## config.mk

```make
export PLATFORM = sky130hd
export DESIGN_NAME = banked_file_pc_stack
export DESIGN_NICKNAME = d
export VERILOG_FILES = /design/src/rtl/banked_file_pkg.sv /design/src/rtl/banked_file_pc_stack.sv
export SDC_FILE = /design/constraint.sdc
export NUM_CORES = 2
export LEC_CHECK = 0
export ABC_CLOCK_PERIOD_IN_PS = 3300
export BUFFER_PORTS_ARGS = -buffer_cell sky130_fd_sc_hd__buf_2
export CORE_AREA = 3 3 513 388
export DETAILED_ROUTE_END_ITERATION = 7
export DIE_AREA = 0 0 516 391
export PLACE_DENSITY_LB_ADDON = 0.1
export SYNTH_ARGS = -nofsm -noshare
export SYNTH_HDL_FRONTEND = slang
export SYNTH_SLANG_ARGS = --single-unit
```

## constraint.sdc

```tcl
create_clock -name pclk -period 3.3 [get_ports pclk]
set_input_delay 0.165 -clock pclk [delete_from_list [all_inputs] [get_ports pclk]]
set_output_delay 0.165 -clock pclk [all_outputs]
set_load 0.005 [all_outputs]
```

## src/rtl/banked_file_pkg.sv

```systemverilog
// constants and types for the banked register file, program counter and return stack
package banked_file_pkg;

    // ==========================================================================
    // file addresses (bit 7 is the bank, bits 6:0 the file address)
    // ==========================================================================
    localparam logic [7:0] ADDR_INDIRECT_PORT = 8'h00;
    localparam logic [7:0] ADDR_TIMER_COUNT   = 8'h01;
    localparam logic [7:0] ADDR_PC_LOW_BYTE   = 8'h02;
    localparam logic [7:0] ADDR_CORE_STATUS   = 8'h03;
    localparam logic [7:0] ADDR_IND_POINTER   = 8'h04;
    localparam logic [7:0] ADDR_PORT_A_PINS   = 8'h05;
    localparam logic [7:0] ADDR_PORT_B_PINS   = 8'h06;
    localparam logic [7:0] ADDR_PORT_C_PINS   = 8'h07;
    localparam logic [7:0] ADDR_PC_HIGH_LATCH = 8'h0A;
    localparam logic [7:0] ADDR_IRQ_CONTROL   = 8'h0B;
    localparam logic [7:0] ADDR_TIMER_CONFIG  = 8'h81;
    localparam logic [7:0] ADDR_PORT_A_DIR    = 8'h85;
    localparam logic [7:0] ADDR_PORT_B_DIR    = 8'h86;
    localparam logic [7:0] ADDR_PORT_C_DIR    = 8'h87;
    localparam logic [7:0] ADDR_POWER_CONTROL = 8'h8E;

    // ==========================================================================
    // general purpose ram windows
    // ==========================================================================
    localparam logic [7:0] SPECIAL_SPAN    = 8'h20;
    localparam logic [7:0] RAM0_LO         = 8'h20;
    localparam logic [7:0] RAM0_HI_SMALL   = 8'h6F;
    localparam logic [7:0] RAM0_HI_LARGE   = 8'h7F;
    localparam logic [7:0] RAM1_LO         = 8'hA0;
    localparam logic [7:0] RAM1_HI         = 8'hBF;
    localparam logic [7:0] RAM1_BASE_INDEX = 8'h60;
    localparam int         RAM_WORDS       = 128;

    // ==========================================================================
    // field positions, reset values, apb layout
    // ==========================================================================
    localparam int          BANK_SELECT_BIT   = 5;
    localparam int          INDIRECT_BANK_BIT = 7;
    localparam logic [7:0]  STATUS_RESET      = 8'h18;
    localparam logic [7:0]  STATUS_RO_MASK    = 8'h18;
    localparam logic [7:0]  CONFIG_RESET      = 8'hFF;
    localparam logic [7:0]  DIR_RESET         = 8'hFF;
    localparam logic [12:0] IRQ_VECTOR        = 13'h0004;
    localparam logic [12:0] PC_RESET          = 13'h0000;
    localparam int          PC_W              = 13;
    localparam int          IMM_W             = 11;
    localparam int          STACK_DEPTH       = 8;
    localparam int          FILE_ADDR_W       = 7;
    localparam int          APB_INDEX_LSB     = 2;
    localparam int          APB_INDEX_MSB     = 8;
    localparam int          APB_TOP_LSB       = 9;

    // ==========================================================================
    // core commands and register kinds
    // ==========================================================================
    typedef enum logic [2:0] {
        OP_NONE   = 3'b000,
        OP_STEP   = 3'b001,
        OP_GOTO   = 3'b010,
        OP_CALL   = 3'b011,
        OP_RETURN = 3'b100,
        OP_RETLIT = 3'b101,
        OP_RETIRQ = 3'b110,
        OP_IRQ    = 3'b111
    } core_op_e;

    typedef struct packed {
        core_op_e           op;
        logic [IMM_W-1:0]   imm;
    } core_cmd_s;

    typedef enum logic [4:0] {
        K_NONE    = 5'h00, K_IND_PORT = 5'h01, K_TIMER   = 5'h02, K_PC_LOW = 5'h03,
        K_STATUS  = 5'h04, K_POINTER  = 5'h05, K_PA      = 5'h06, K_PB     = 5'h07,
        K_PC      = 5'h08, K_PC_LATCH = 5'h09, K_IRQ_CTL = 5'h0A, K_CONFIG = 5'h0B,
        K_TA      = 5'h0C, K_TB       = 5'h0D, K_TC      = 5'h0E, K_PWR_CTL = 5'h0F,
        K_RAM     = 5'h10
    } reg_kind_e;

endpackage

```

## src/rtl/banked_file_pc_stack.sv

```systemverilog
// banked data memory, program counter loading and circular return stack behind apb
`timescale 1ns/1ps

module banked_file_pc_stack #(
    parameter bit LARGE_RAM = 1'b1
) (
    // clock and reset
    input  wire logic                       pclk,
    input  wire logic                       presetn,
    // apb slave
    input  wire logic                       psel,
    input  wire logic                       penable,
    input  wire logic                       pwrite,
    input  wire logic [31:0]                paddr,
    input  wire logic [31:0]                pwdata,
    output logic      [31:0]                prdata,
    output logic                            pready,
    // execution core
    input  wire banked_file_pkg::core_cmd_s core_cmd,
    output logic      [12:0]                pc_out
);

    // ==========================================================================
    // state
    // ==========================================================================
    typedef struct packed {
        logic [12:0]       pc;
        logic [7:0]        pc_latch;
        logic [7:0]        status;
        logic [7:0]        ind_ptr;
        logic [7:0]        irq_ctl;
        logic [7:0]        timer;
        logic [7:0]        config_r;
        logic [7:0]        pa;
        logic [7:0]        pb;
        logic [7:0]        pcp;
        logic [7:0]        ta;
        logic [7:0]        tb;
        logic [7:0]        tc;
        logic [7:0]        pwr_ctl;
        logic [2:0]        sp;
        logic [7:0][12:0]  stack;
        logic [127:0][7:0] ram;
        logic [7:0]        rdata;
        logic              ready;
    } state_s;

    state_s                     s_r;
    state_s                     s_nxt;
    logic   [7:0]               direct_addr;
    logic   [7:0]               eff_addr;
    logic                       apb_ok;
    logic                       access;
    logic                       wr_commit;
    logic                       wr_pc_low;
    logic                       wr_latch;
    banked_file_pkg::reg_kind_e eff_kind;

    // ==========================================================================
    // address decode
    // ==========================================================================
    // classify a full 8-bit file address
    function automatic banked_file_pkg::reg_kind_e decode(input logic [7:0] a);
        logic [7:0] low;
        low = {1'b0, a[6:0]};
        decode = banked_file_pkg::K_NONE;
        if (low == banked_file_pkg::ADDR_INDIRECT_PORT) begin
            decode = banked_file_pkg::K_IND_PORT;
        end else if (low == banked_file_pkg::ADDR_PC_LOW_BYTE) begin
            decode = banked_file_pkg::K_PC_LOW;
        end else if (low == banked_file_pkg::ADDR_CORE_STATUS) begin
            decode = banked_file_pkg::K_STATUS;
        end else if (low == banked_file_pkg::ADDR_IND_POINTER) begin
            decode = banked_file_pkg::K_POINTER;
        end else if (low == banked_file_pkg::ADDR_PC_HIGH_LATCH) begin
            decode = banked_file_pkg::K_PC_LATCH;
        end else if (low == banked_file_pkg::ADDR_IRQ_CONTROL) begin
            decode = banked_file_pkg::K_IRQ_CTL;
        end else if (a == banked_file_pkg::ADDR_TIMER_COUNT) begin
            decode = banked_file_pkg::K_TIMER;
        end else if (a == banked_file_pkg::ADDR_PORT_A_PINS) begin
            decode = banked_file_pkg::K_PA;
        end else if (a == banked_file_pkg::ADDR_PORT_B_PINS) begin
            decode = banked_file_pkg::K_PB;
        end else if (a == banked_file_pkg::ADDR_PORT_C_PINS && LARGE_RAM) begin
            decode = banked_file_pkg::K_PC;
        end else if (a == banked_file_pkg::ADDR_TIMER_CONFIG) begin
            decode = banked_file_pkg::K_CONFIG;
        end else if (a == banked_file_pkg::ADDR_PORT_A_DIR) begin
            decode = banked_file_pkg::K_TA;
        end else if (a == banked_file_pkg::ADDR_PORT_B_DIR) begin
            decode = banked_file_pkg::K_TB;
        end else if (a == banked_file_pkg::ADDR_PORT_C_DIR && LARGE_RAM) begin
            decode = banked_file_pkg::K_TC;
        end else if (a == banked_file_pkg::ADDR_POWER_CONTROL) begin
            decode = banked_file_pkg::K_PWR_CTL;
        end else if (a >= banked_file_pkg::RAM0_LO && a <= (LARGE_RAM ?
                     banked_file_pkg::RAM0_HI_LARGE : banked_file_pkg::RAM0_HI_SMALL)) begin
            decode = banked_file_pkg::K_RAM;
        end else if (LARGE_RAM && a >= banked_file_pkg::RAM1_LO
                     && a <= banked_file_pkg::RAM1_HI) begin
            decode = banked_file_pkg::K_RAM;
        end
    endfunction

    // ram word index of an address that decodes as ram
    function automatic logic [6:0] ram_index(input logic [7:0] a);
        logic [7:0] idx;
        idx = a[7] ? (a - banked_file_pkg::RAM1_LO + banked_file_pkg::RAM1_BASE_INDEX)
                   : (a - banked_file_pkg::RAM0_LO);
        ram_index = idx[6:0];
    endfunction

    // direct address takes the bank from status, the port redirects through the pointer
    always_comb begin
        direct_addr = {s_r.status[banked_file_pkg::BANK_SELECT_BIT],
                       paddr[banked_file_pkg::APB_INDEX_MSB:banked_file_pkg::APB_INDEX_LSB]};
        // indirect bank bit is unused here: the pointer alone is the address
        eff_addr = (decode(direct_addr) == banked_file_pkg::K_IND_PORT) ? s_r.ind_ptr
                                                                    : direct_addr;
        eff_kind  = decode(eff_addr);
        apb_ok    = (paddr[31:banked_file_pkg::APB_TOP_LSB] == '0) && (paddr[1:0] == 2'b00);
        access    = psel && penable;
        wr_commit = access && s_r.ready && pwrite && apb_ok;
        wr_pc_low = wr_commit && (eff_kind == banked_file_pkg::K_PC_LOW);
        wr_latch  = wr_commit && (eff_kind == banked_file_pkg::K_PC_LATCH);
    end

    // ==========================================================================
    // next state
    // ==========================================================================
    always_comb begin
        s_nxt       = s_r;
        s_nxt.ready = 1'b0;

        // program counter and stack from the core; no overflow flag exists
        unique case (core_cmd.op)
            banked_file_pkg::OP_NONE: begin
            end
            banked_file_pkg::OP_STEP: begin
                s_nxt.pc = s_r.pc + 13'h0001;
            end
            banked_file_pkg::OP_GOTO: begin
                s_nxt.pc = {s_r.pc_latch[4:3], core_cmd.imm};
            end
            banked_file_pkg::OP_CALL: begin
                s_nxt.stack[s_r.sp] = s_r.pc + 13'h0001;
                s_nxt.sp            = s_r.sp + 3'd1;
                s_nxt.pc            = {s_r.pc_latch[4:3], core_cmd.imm};
            end
            banked_file_pkg::OP_IRQ: begin
                s_nxt.stack[s_r.sp] = s_r.pc;
                s_nxt.sp            = s_r.sp + 3'd1;
                s_nxt.pc            = banked_file_pkg::IRQ_VECTOR;
            end
            banked_file_pkg::OP_RETURN, banked_file_pkg::OP_RETLIT,
            banked_file_pkg::OP_RETIRQ: begin
                s_nxt.sp = s_r.sp - 3'd1;
                s_nxt.pc = s_r.stack[s_r.sp - 3'd1];
            end
        endcase

        // apb access phase: first cycle loads read data, second commits
        if (access && !s_r.ready) begin
            s_nxt.ready = 1'b1;
            s_nxt.rdata = 8'h00;
            if (apb_ok && !pwrite) begin
                unique case (eff_kind)
                    banked_file_pkg::K_NONE:   s_nxt.rdata = 8'h00;
                    banked_file_pkg::K_IND_PORT: s_nxt.rdata = 8'h00;
                    banked_file_pkg::K_TIMER:  s_nxt.rdata = s_r.timer;
                    banked_file_pkg::K_PC_LOW: s_nxt.rdata = s_r.pc[7:0];
                    banked_file_pkg::K_STATUS: s_nxt.rdata = s_r.status;
                    banked_file_pkg::K_POINTER: s_nxt.rdata = s_r.ind_ptr;
                    banked_file_pkg::K_PA:     s_nxt.rdata = s_r.pa;
                    banked_file_pkg::K_PB:     s_nxt.rdata = s_r.pb;
                    banked_file_pkg::K_PC:     s_nxt.rdata = s_r.pcp;
                    banked_file_pkg::K_PC_LATCH: s_nxt.rdata = s_r.pc_latch;
                    banked_file_pkg::K_IRQ_CTL: s_nxt.rdata = s_r.irq_ctl;
                    banked_file_pkg::K_CONFIG: s_nxt.rdata = s_r.config_r;
                    banked_file_pkg::K_TA:     s_nxt.rdata = s_r.ta;
                    banked_file_pkg::K_TB:     s_nxt.rdata = s_r.tb;
                    banked_file_pkg::K_TC:     s_nxt.rdata = s_r.tc;
                    banked_file_pkg::K_PWR_CTL: s_nxt.rdata = s_r.pwr_ctl;
                    banked_file_pkg::K_RAM:    s_nxt.rdata = s_r.ram[ram_index(eff_addr)];
                    default:                   s_nxt.rdata = 8'h00;
                endcase
            end
        end

        // write commits at the edge that completes the transfer; it wins over the core
        if (wr_commit) begin
            unique case (eff_kind)
                banked_file_pkg::K_NONE:   begin end
                banked_file_pkg::K_IND_PORT: begin end
                banked_file_pkg::K_TIMER:  s_nxt.timer    = pwdata[7:0];
                banked_file_pkg::K_PC_LOW: s_nxt.pc = {s_r.pc_latch[4:0], pwdata[7:0]};
                banked_file_pkg::K_STATUS: s_nxt.status =
                    (s_r.status & banked_file_pkg::STATUS_RO_MASK)
                    | (pwdata[7:0] & ~banked_file_pkg::STATUS_RO_MASK);
                banked_file_pkg::K_POINTER: s_nxt.ind_ptr = pwdata[7:0];
                banked_file_pkg::K_PA:     s_nxt.pa       = pwdata[7:0];
                banked_file_pkg::K_PB:     s_nxt.pb       = pwdata[7:0];
                banked_file_pkg::K_PC:     s_nxt.pcp      = pwdata[7:0];
                banked_file_pkg::K_PC_LATCH: s_nxt.pc_latch = pwdata[7:0];
                banked_file_pkg::K_IRQ_CTL: s_nxt.irq_ctl = pwdata[7:0];
                banked_file_pkg::K_CONFIG: s_nxt.config_r = pwdata[7:0];
                banked_file_pkg::K_TA:     s_nxt.ta       = pwdata[7:0];
                banked_file_pkg::K_TB:     s_nxt.tb       = pwdata[7:0];
                banked_file_pkg::K_TC:     s_nxt.tc       = pwdata[7:0];
                banked_file_pkg::K_PWR_CTL: s_nxt.pwr_ctl = pwdata[7:0];
                banked_file_pkg::K_RAM:    s_nxt.ram[ram_index(eff_addr)] = pwdata[7:0];
                default:                   begin end
            endcase
        end
    end

    // ==========================================================================
    // registers
    // ==========================================================================
    // stack pointer has no read or write path
    always_ff @(posedge pclk or negedge presetn) begin
        if (!presetn) begin
            s_r          <= '0;
            s_r.pc       <= banked_file_pkg::PC_RESET;
            s_r.status   <= banked_file_pkg::STATUS_RESET;
            s_r.config_r <= banked_file_pkg::CONFIG_RESET;
            s_r.ta       <= banked_file_pkg::DIR_RESET;
            s_r.tb       <= banked_file_pkg::DIR_RESET;
            s_r.tc       <= banked_file_pkg::DIR_RESET;
        end else begin
            s_r <= s_nxt;
        end
    end

    // outputs straight from the state flops
    assign prdata = {24'h000000, s_r.rdata};
    assign pready = s_r.ready;
    assign pc_out = s_r.pc;

    // ==========================================================================
    // assertions
    // ==========================================================================
    a_pc_low_load: assert property (
        @(posedge pclk) disable iff (!presetn)
        wr_pc_low |=> s_r.pc == {$past(s_r.pc_latch[4:0]), $past(pwdata[7:0])})
        else $error("pc low byte write did not load pc from the latch");

    a_goto_target: assert property (
        @(posedge pclk) disable iff (!presetn)
        core_cmd.op == banked_file_pkg::OP_GOTO && !wr_pc_low
        |=> s_r.pc == {$past(s_r.pc_latch[4:3]), $past(core_cmd.imm)})
        else $error("goto target wrong");

    a_call_push: assert property (
        @(posedge pclk) disable iff (!presetn)
        core_cmd.op == banked_file_pkg::OP_CALL && !wr_pc_low
        |=> s_r.stack[$past(s_r.sp)] == $past(s_r.pc) + 13'h0001
            && s_r.pc[12:11] == $past(s_r.pc_latch[4:3]))
        else $error("call did not push the return address");

    a_ret_pops: assert property (
        @(posedge pclk) disable iff (!presetn)
        core_cmd.op == banked_file_pkg::OP_CALL && !wr_pc_low
        ##1 core_cmd.op == banked_file_pkg::OP_RETURN && !wr_pc_low
        |=> s_r.pc == $past(s_r.pc, 2) + 13'h0001)
        else $error("return did not restore the call address");

    a_latch_kept: assert property (
        @(posedge pclk) disable iff (!presetn)
        core_cmd.op inside {banked_file_pkg::OP_CALL, banked_file_pkg::OP_IRQ,
                            banked_file_pkg::OP_RETURN, banked_file_pkg::OP_RETIRQ}
        && !wr_latch |=> $stable(s_r.pc_latch))
        else $error("stack action changed the pc high latch");

    a_sp_wraps: assert property (
        @(posedge pclk) disable iff (!presetn)
        core_cmd.op == banked_file_pkg::OP_IRQ && s_r.sp == 3'd7 |=> s_r.sp == 3'd0)
        else $error("stack pointer did not wrap");

    a_irq_vector: assert property (
        @(posedge pclk) disable iff (!presetn)
        core_cmd.op == banked_file_pkg::OP_IRQ && !wr_pc_low
        |=> s_r.pc == banked_file_pkg::IRQ_VECTOR)
        else $error("interrupt did not vector");

    a_ind_self_zero: assert property (
        @(posedge pclk) disable iff (!presetn)
        access && !s_r.ready && !pwrite && eff_kind == banked_file_pkg::K_IND_PORT
        |=> pready && prdata == 32'h00000000)
        else $error("indirect port read through pointer was not zero");

    a_unmapped_zero: assert property (
        @(posedge pclk) disable iff (!presetn)
        access && !s_r.ready && eff_kind == banked_file_pkg::K_NONE
        |=> pready && prdata == 32'h00000000 ##1 !pready)
        else $error("unmapped read not zero or ready not a pulse");

endmodule // banked_file_pc_stack

```

==> qor.csv <==
metric,value,unit
status,"complete, but fails checks",
failing checks,setup timing,
Final min period,3.302,ns
crit-path max FO,11,
largest net degree at the start of global routing,126,
"Distinct cells, synth",82,
Net Sw Power,10.95,mW
total congestion overflow,0,
die height,391,um
RR Endpoint,prdata[5],
Die ar.,201800,um2
Final Cell Area,73200,um2
CP max stage delay,0.53,ns
DP Wirelength,160200,um
worst skew pair latency,0.79,ns
footprint of the multi-input gates,25590,um2
Top-Level Pins,129,
Synth Warn #,0,
Sequential Power Share,0.434,
CP Capture Type,flop,
post-route ant nets,0,
Initial DRC Count,3810,
starting density of the core,0.3000,
vias post-DR,43786,
reg2reg path depth,14,
combinational power share,0.148,
LEAKAGE,34.23,nW
# DRC,0,
CTS Buf Count,142,
Register-to-Register Setup Slack,-0.002,ns
Worst VDD drop,0.5405,mV
worst-path cell chain,buf_4 > nor4b_1 > buf_4 > a21oi_4 > buf_12 > buf_12 > buf_16 > buf_12 > nand2_1 > a31oi_1 > o22ai_1 > a21oi_1 > nor2_1 > o21ai_1,
Tot GR Track Use,0.2303,
Critical-path top delay cell,o22ai_1,
M1 WL,118700,um
Post-synth EDFFs,0,
Main synth FF type,dfrtp_1,
post-synth top area share,0.5256,
"CP delay by family, top",compound AO/OA/AOI/OAI gates,
row count,140,
Mean Syn Cell Area,11.98,um2
Total Wirelength,235300,um
critical path class,flop to flop,
Port Buffers,80,
Final Hold Fails,0,
Core Footprint,194100,um2
Mapped Cells,4861,
Nets,5514,
DR WL/cell,29.04,um
setup TNS,-0.001647,ns
CTS sink cnt,1255,
met2 WL post-DR,96700,um
gp weighted congestion,0.8653,
Worst setup SP type,flop,
WP buf/inv,6,
critical hold path startpoint,pwdata[2],
Hold Crit Class,primary input to flop,
clock-pin slew on the worst setup and hold paths,0.06,ns
R2R Path Start,s_r[1220],
Via density,5.404,
Die X,516,um
Max H-tree Level,4,
FF/Latch Area,31450,um2
deepest clock path buffer count,3,
"Top cell by count, worst path",buf_12,
root buffer cell,clkbuf_16,
"flops & latches, synth",1255,
synth-to-layout area growth,25.72,%
Slew headroom,0.2726,
"worst slack, placed",-0.6741,ns
sw frac,0.2865,
router iterations before antenna repair,8,
Clock Skew,0.03730,ns
initial antenna violation count,18,
Pint,27.26,mW
placed cell area,67720,um2
data arrival time of the critical path,3.96,ns
setup slack after layout,-0.001647,ns
hold path endpoint,s_r[395],
share of layout cells above drive strength 1,0.4229,
Critical Path RT,3.95,ns
met3 routed WL,15130,um
# fillers,18914,
worst hold path cell count,2,
sequential area share after synthesis,0.5400,
first-pass GRT wire length,338200,um
Syn Std Cell Area,58230,um2
vias in the first global route,43935,
DR top layer,met5,
most area-hungry cell type in the Yosys netlist,dfrtp_1,
RSZ-0062 raised after global routing,yes,
clock power share,0.418,
asr flop ratio synth,1.000,
fmax,302.9,MHz
final-report max-slew violation count,0,
Synth area leaders,"dfrtp_1 53%, mux2_2 21%, nand2_1 2.6%",
Final Cycle Share,1.000,
final number of setup-violating endpoints,1,
CTS tree,yes,
max-cap viol count,0,
P per Cell Area,522.0,nW/um2
actual slew at the worst max-slew pin,1.091,ns
[final cells by class]
| type | instances | area share |
|---|---|---|
| sequential | 1255 | 0.4296 |
| multi-input combinational | 3206 | 0.3495 |
| timing repair buffer | 808 | 0.1132 |
| clock buffer | 212 | 0.05712 |
| tap | 2556 | 0.04369 |
| clock inverter | 44 | 0.005829 |
| inverter | 15 | 0.0007692 |
| antenna | 7 | 0.0002393 |
[state kept, by name, indices dropped and copies added (netlist names)]
| signal | cells |
|---|---|
| s_r | 1232 |
| pready | 1 |
| prdata | 8 |
| pc_out | 13 |
| direct_addr | 1 |
[worst register-to-register path: stages (launching register included)]
cell and delay (ns):
dfrtp_1 0.34, buf_4 0.18, nor4b_1 0.33, buf_4 0.20, a21oi_4 0.07, buf_12 0.15
buf_12 0.15, buf_16 0.20, buf_12 0.15, nand2_1 0.07, a31oi_1 0.09, o22ai_1 0.53
a21oi_1 0.32, nor2_1 0.30, o21ai_1 0.12
[timing repair]
| action | 4_1_cts | 5_1_grt |
|---|---|---|
| gates resized for setup | 25 | 64 |
| hold buffers | 23 | 0 |
| buffers inserted | 3 | 8 |
| cloned | 0 | 2 |
| hold endpoints to repair | 863 | 0 |
| endpoints found under the setup margin | 6 | 10 |
| pin swaps | 0 | 17 |
[kinds of logic (layout without fill, tap and decap cells)]
group                      count (synthesis)  in the layout  share of synthesized area
other                                      1             31                 0.00006440
adders and majority gates                  3              3                  0.0006447
xor gates and xnor gates                  27             27                   0.004061
and+or+nand+nor                          918            918                    0.07025
DFF                                     1255           1255                     0.5400
AOI/OAI and AO/OA                        986            986                     0.1089
muxes                                   1248           1248                     0.2446
buffers and inverters                    423           1079                    0.03139
[worst max-delay path by stage]
| stage | slack (ns) | cells after the start | to | start |
|---|---|---|---|---|
| 2_1_floorplan | 0.04 | 11 | pc_out[9] | s_r[1137] |
| 3_3_place_gp | -0.62 | 14 | prdata[1] | paddr[6] |
| 3_5_place_dp | -0.67 | 14 | prdata[1] | paddr[6] |
| 4_1_cts | 0.001 | 11 | prdata[6] | s_r[1220] |
| 5_1_grt | -0.03 | 15 | prdata[1] | s_r[1220] |
| 6_report | -0.002 | 14 | prdata[5] | s_r[1220] |
[synthesized netlist by cell type, types with 7 or more instances]
master     number
a22o_1          8
buf_2          57
a31o_2          8
nand3_1        33
o221ai_1       91
xor2_1         13
buf_1          41
a22oi_1        14
mux4_2         26
a211oi_1        8
a221oi_1       24
dfrtp_1      1223
nor2b_1         7
a31oi_1        99
inv_1          15
mux2_1         27
dfstp_2        32
nor2_1        206
o22ai_1       235
o2111ai_1       8
clkbuf_1      265
o21ai_0       155
a222oi_1       14
o311ai_0        9
o31ai_1         9
and3_1         14
a21oi_1       226
nor3_1        106
nand4_1        18
nor2_2         71
xnor2_1        14
buf_4          45
mux2_2       1110
nand2_1       410
o211ai_1       16
nor4_1         17
mux2i_1        84
[layout by cell type, fill, tap and decap left out, types with 14 or more instances in the layout]
| cell type | instances |
|---|---|
| dfrtp_1 | 1221 |
| mux2_2 | 1110 |
| buf_4 | 525 |
| nand2_1 | 409 |
| o22ai_1 | 230 |
| a21oi_1 | 224 |
| nor2_1 | 201 |
| buf_12 | 176 |
| o21ai_0 | 148 |
| clkbuf_16 | 148 |
| nor3_1 | 91 |
| a31oi_1 | 91 |
| o221ai_1 | 85 |
| mux2i_1 | 84 |
| nor2_2 | 75 |
| buf_2 | 69 |
| clkbuf_1 | 38 |
| nand3_1 | 33 |
| dfstp_2 | 32 |
| clkbuf_8 | 28 |
| mux2_1 | 27 |
| mux4_2 | 26 |
| clkinv_2 | 26 |
| conb_1 | 24 |
| dlygate4sd3_1 | 22 |
| a221oi_1 | 20 |
| nand4_1 | 18 |
| nor3_2 | 16 |
| o211ai_1 | 16 |
| inv_1 | 15 |
| nor4_1 | 14 |
| xnor2_1 | 14 |
| a222oi_1 | 14 |
| a22oi_1 | 14 |
[power by group through the flow]
stage               clock (mW)  combinational (mW)  sequential [mW]
floorplan                    0                2.94             16.6
global placement             0                5.50             16.8
detailed placement           0                5.52             16.8
CTS                       16.4                5.62             16.6
global route              17.0                6.13             16.6
finish                    16.0                5.67             16.6
[stage by stage]
step,hold WS (ns),power [mW],instances,util
2_1_floorplan,-0.1306,19.58,4884,-
3_3_place_gp,0.1783,22.33,7805,0.3489
3_5_place_dp,0.1944,22.36,7805,0.3489
4_1_cts,0.008322,38.56,8087,0.3748
5_1_grt,0.03289,39.82,8097,0.3771
6_report,0.04152,38.21,8103,0.3772
[metal layers]
metal	up-vias	GRT usage
li1	19045	-
met5	-	0.008652
met3	249	0.04640
met2	1250	0.3219
met1	23236	0.3590
met4	6	0.05135
Note: power is estimated with default switching activity, not from simulation.
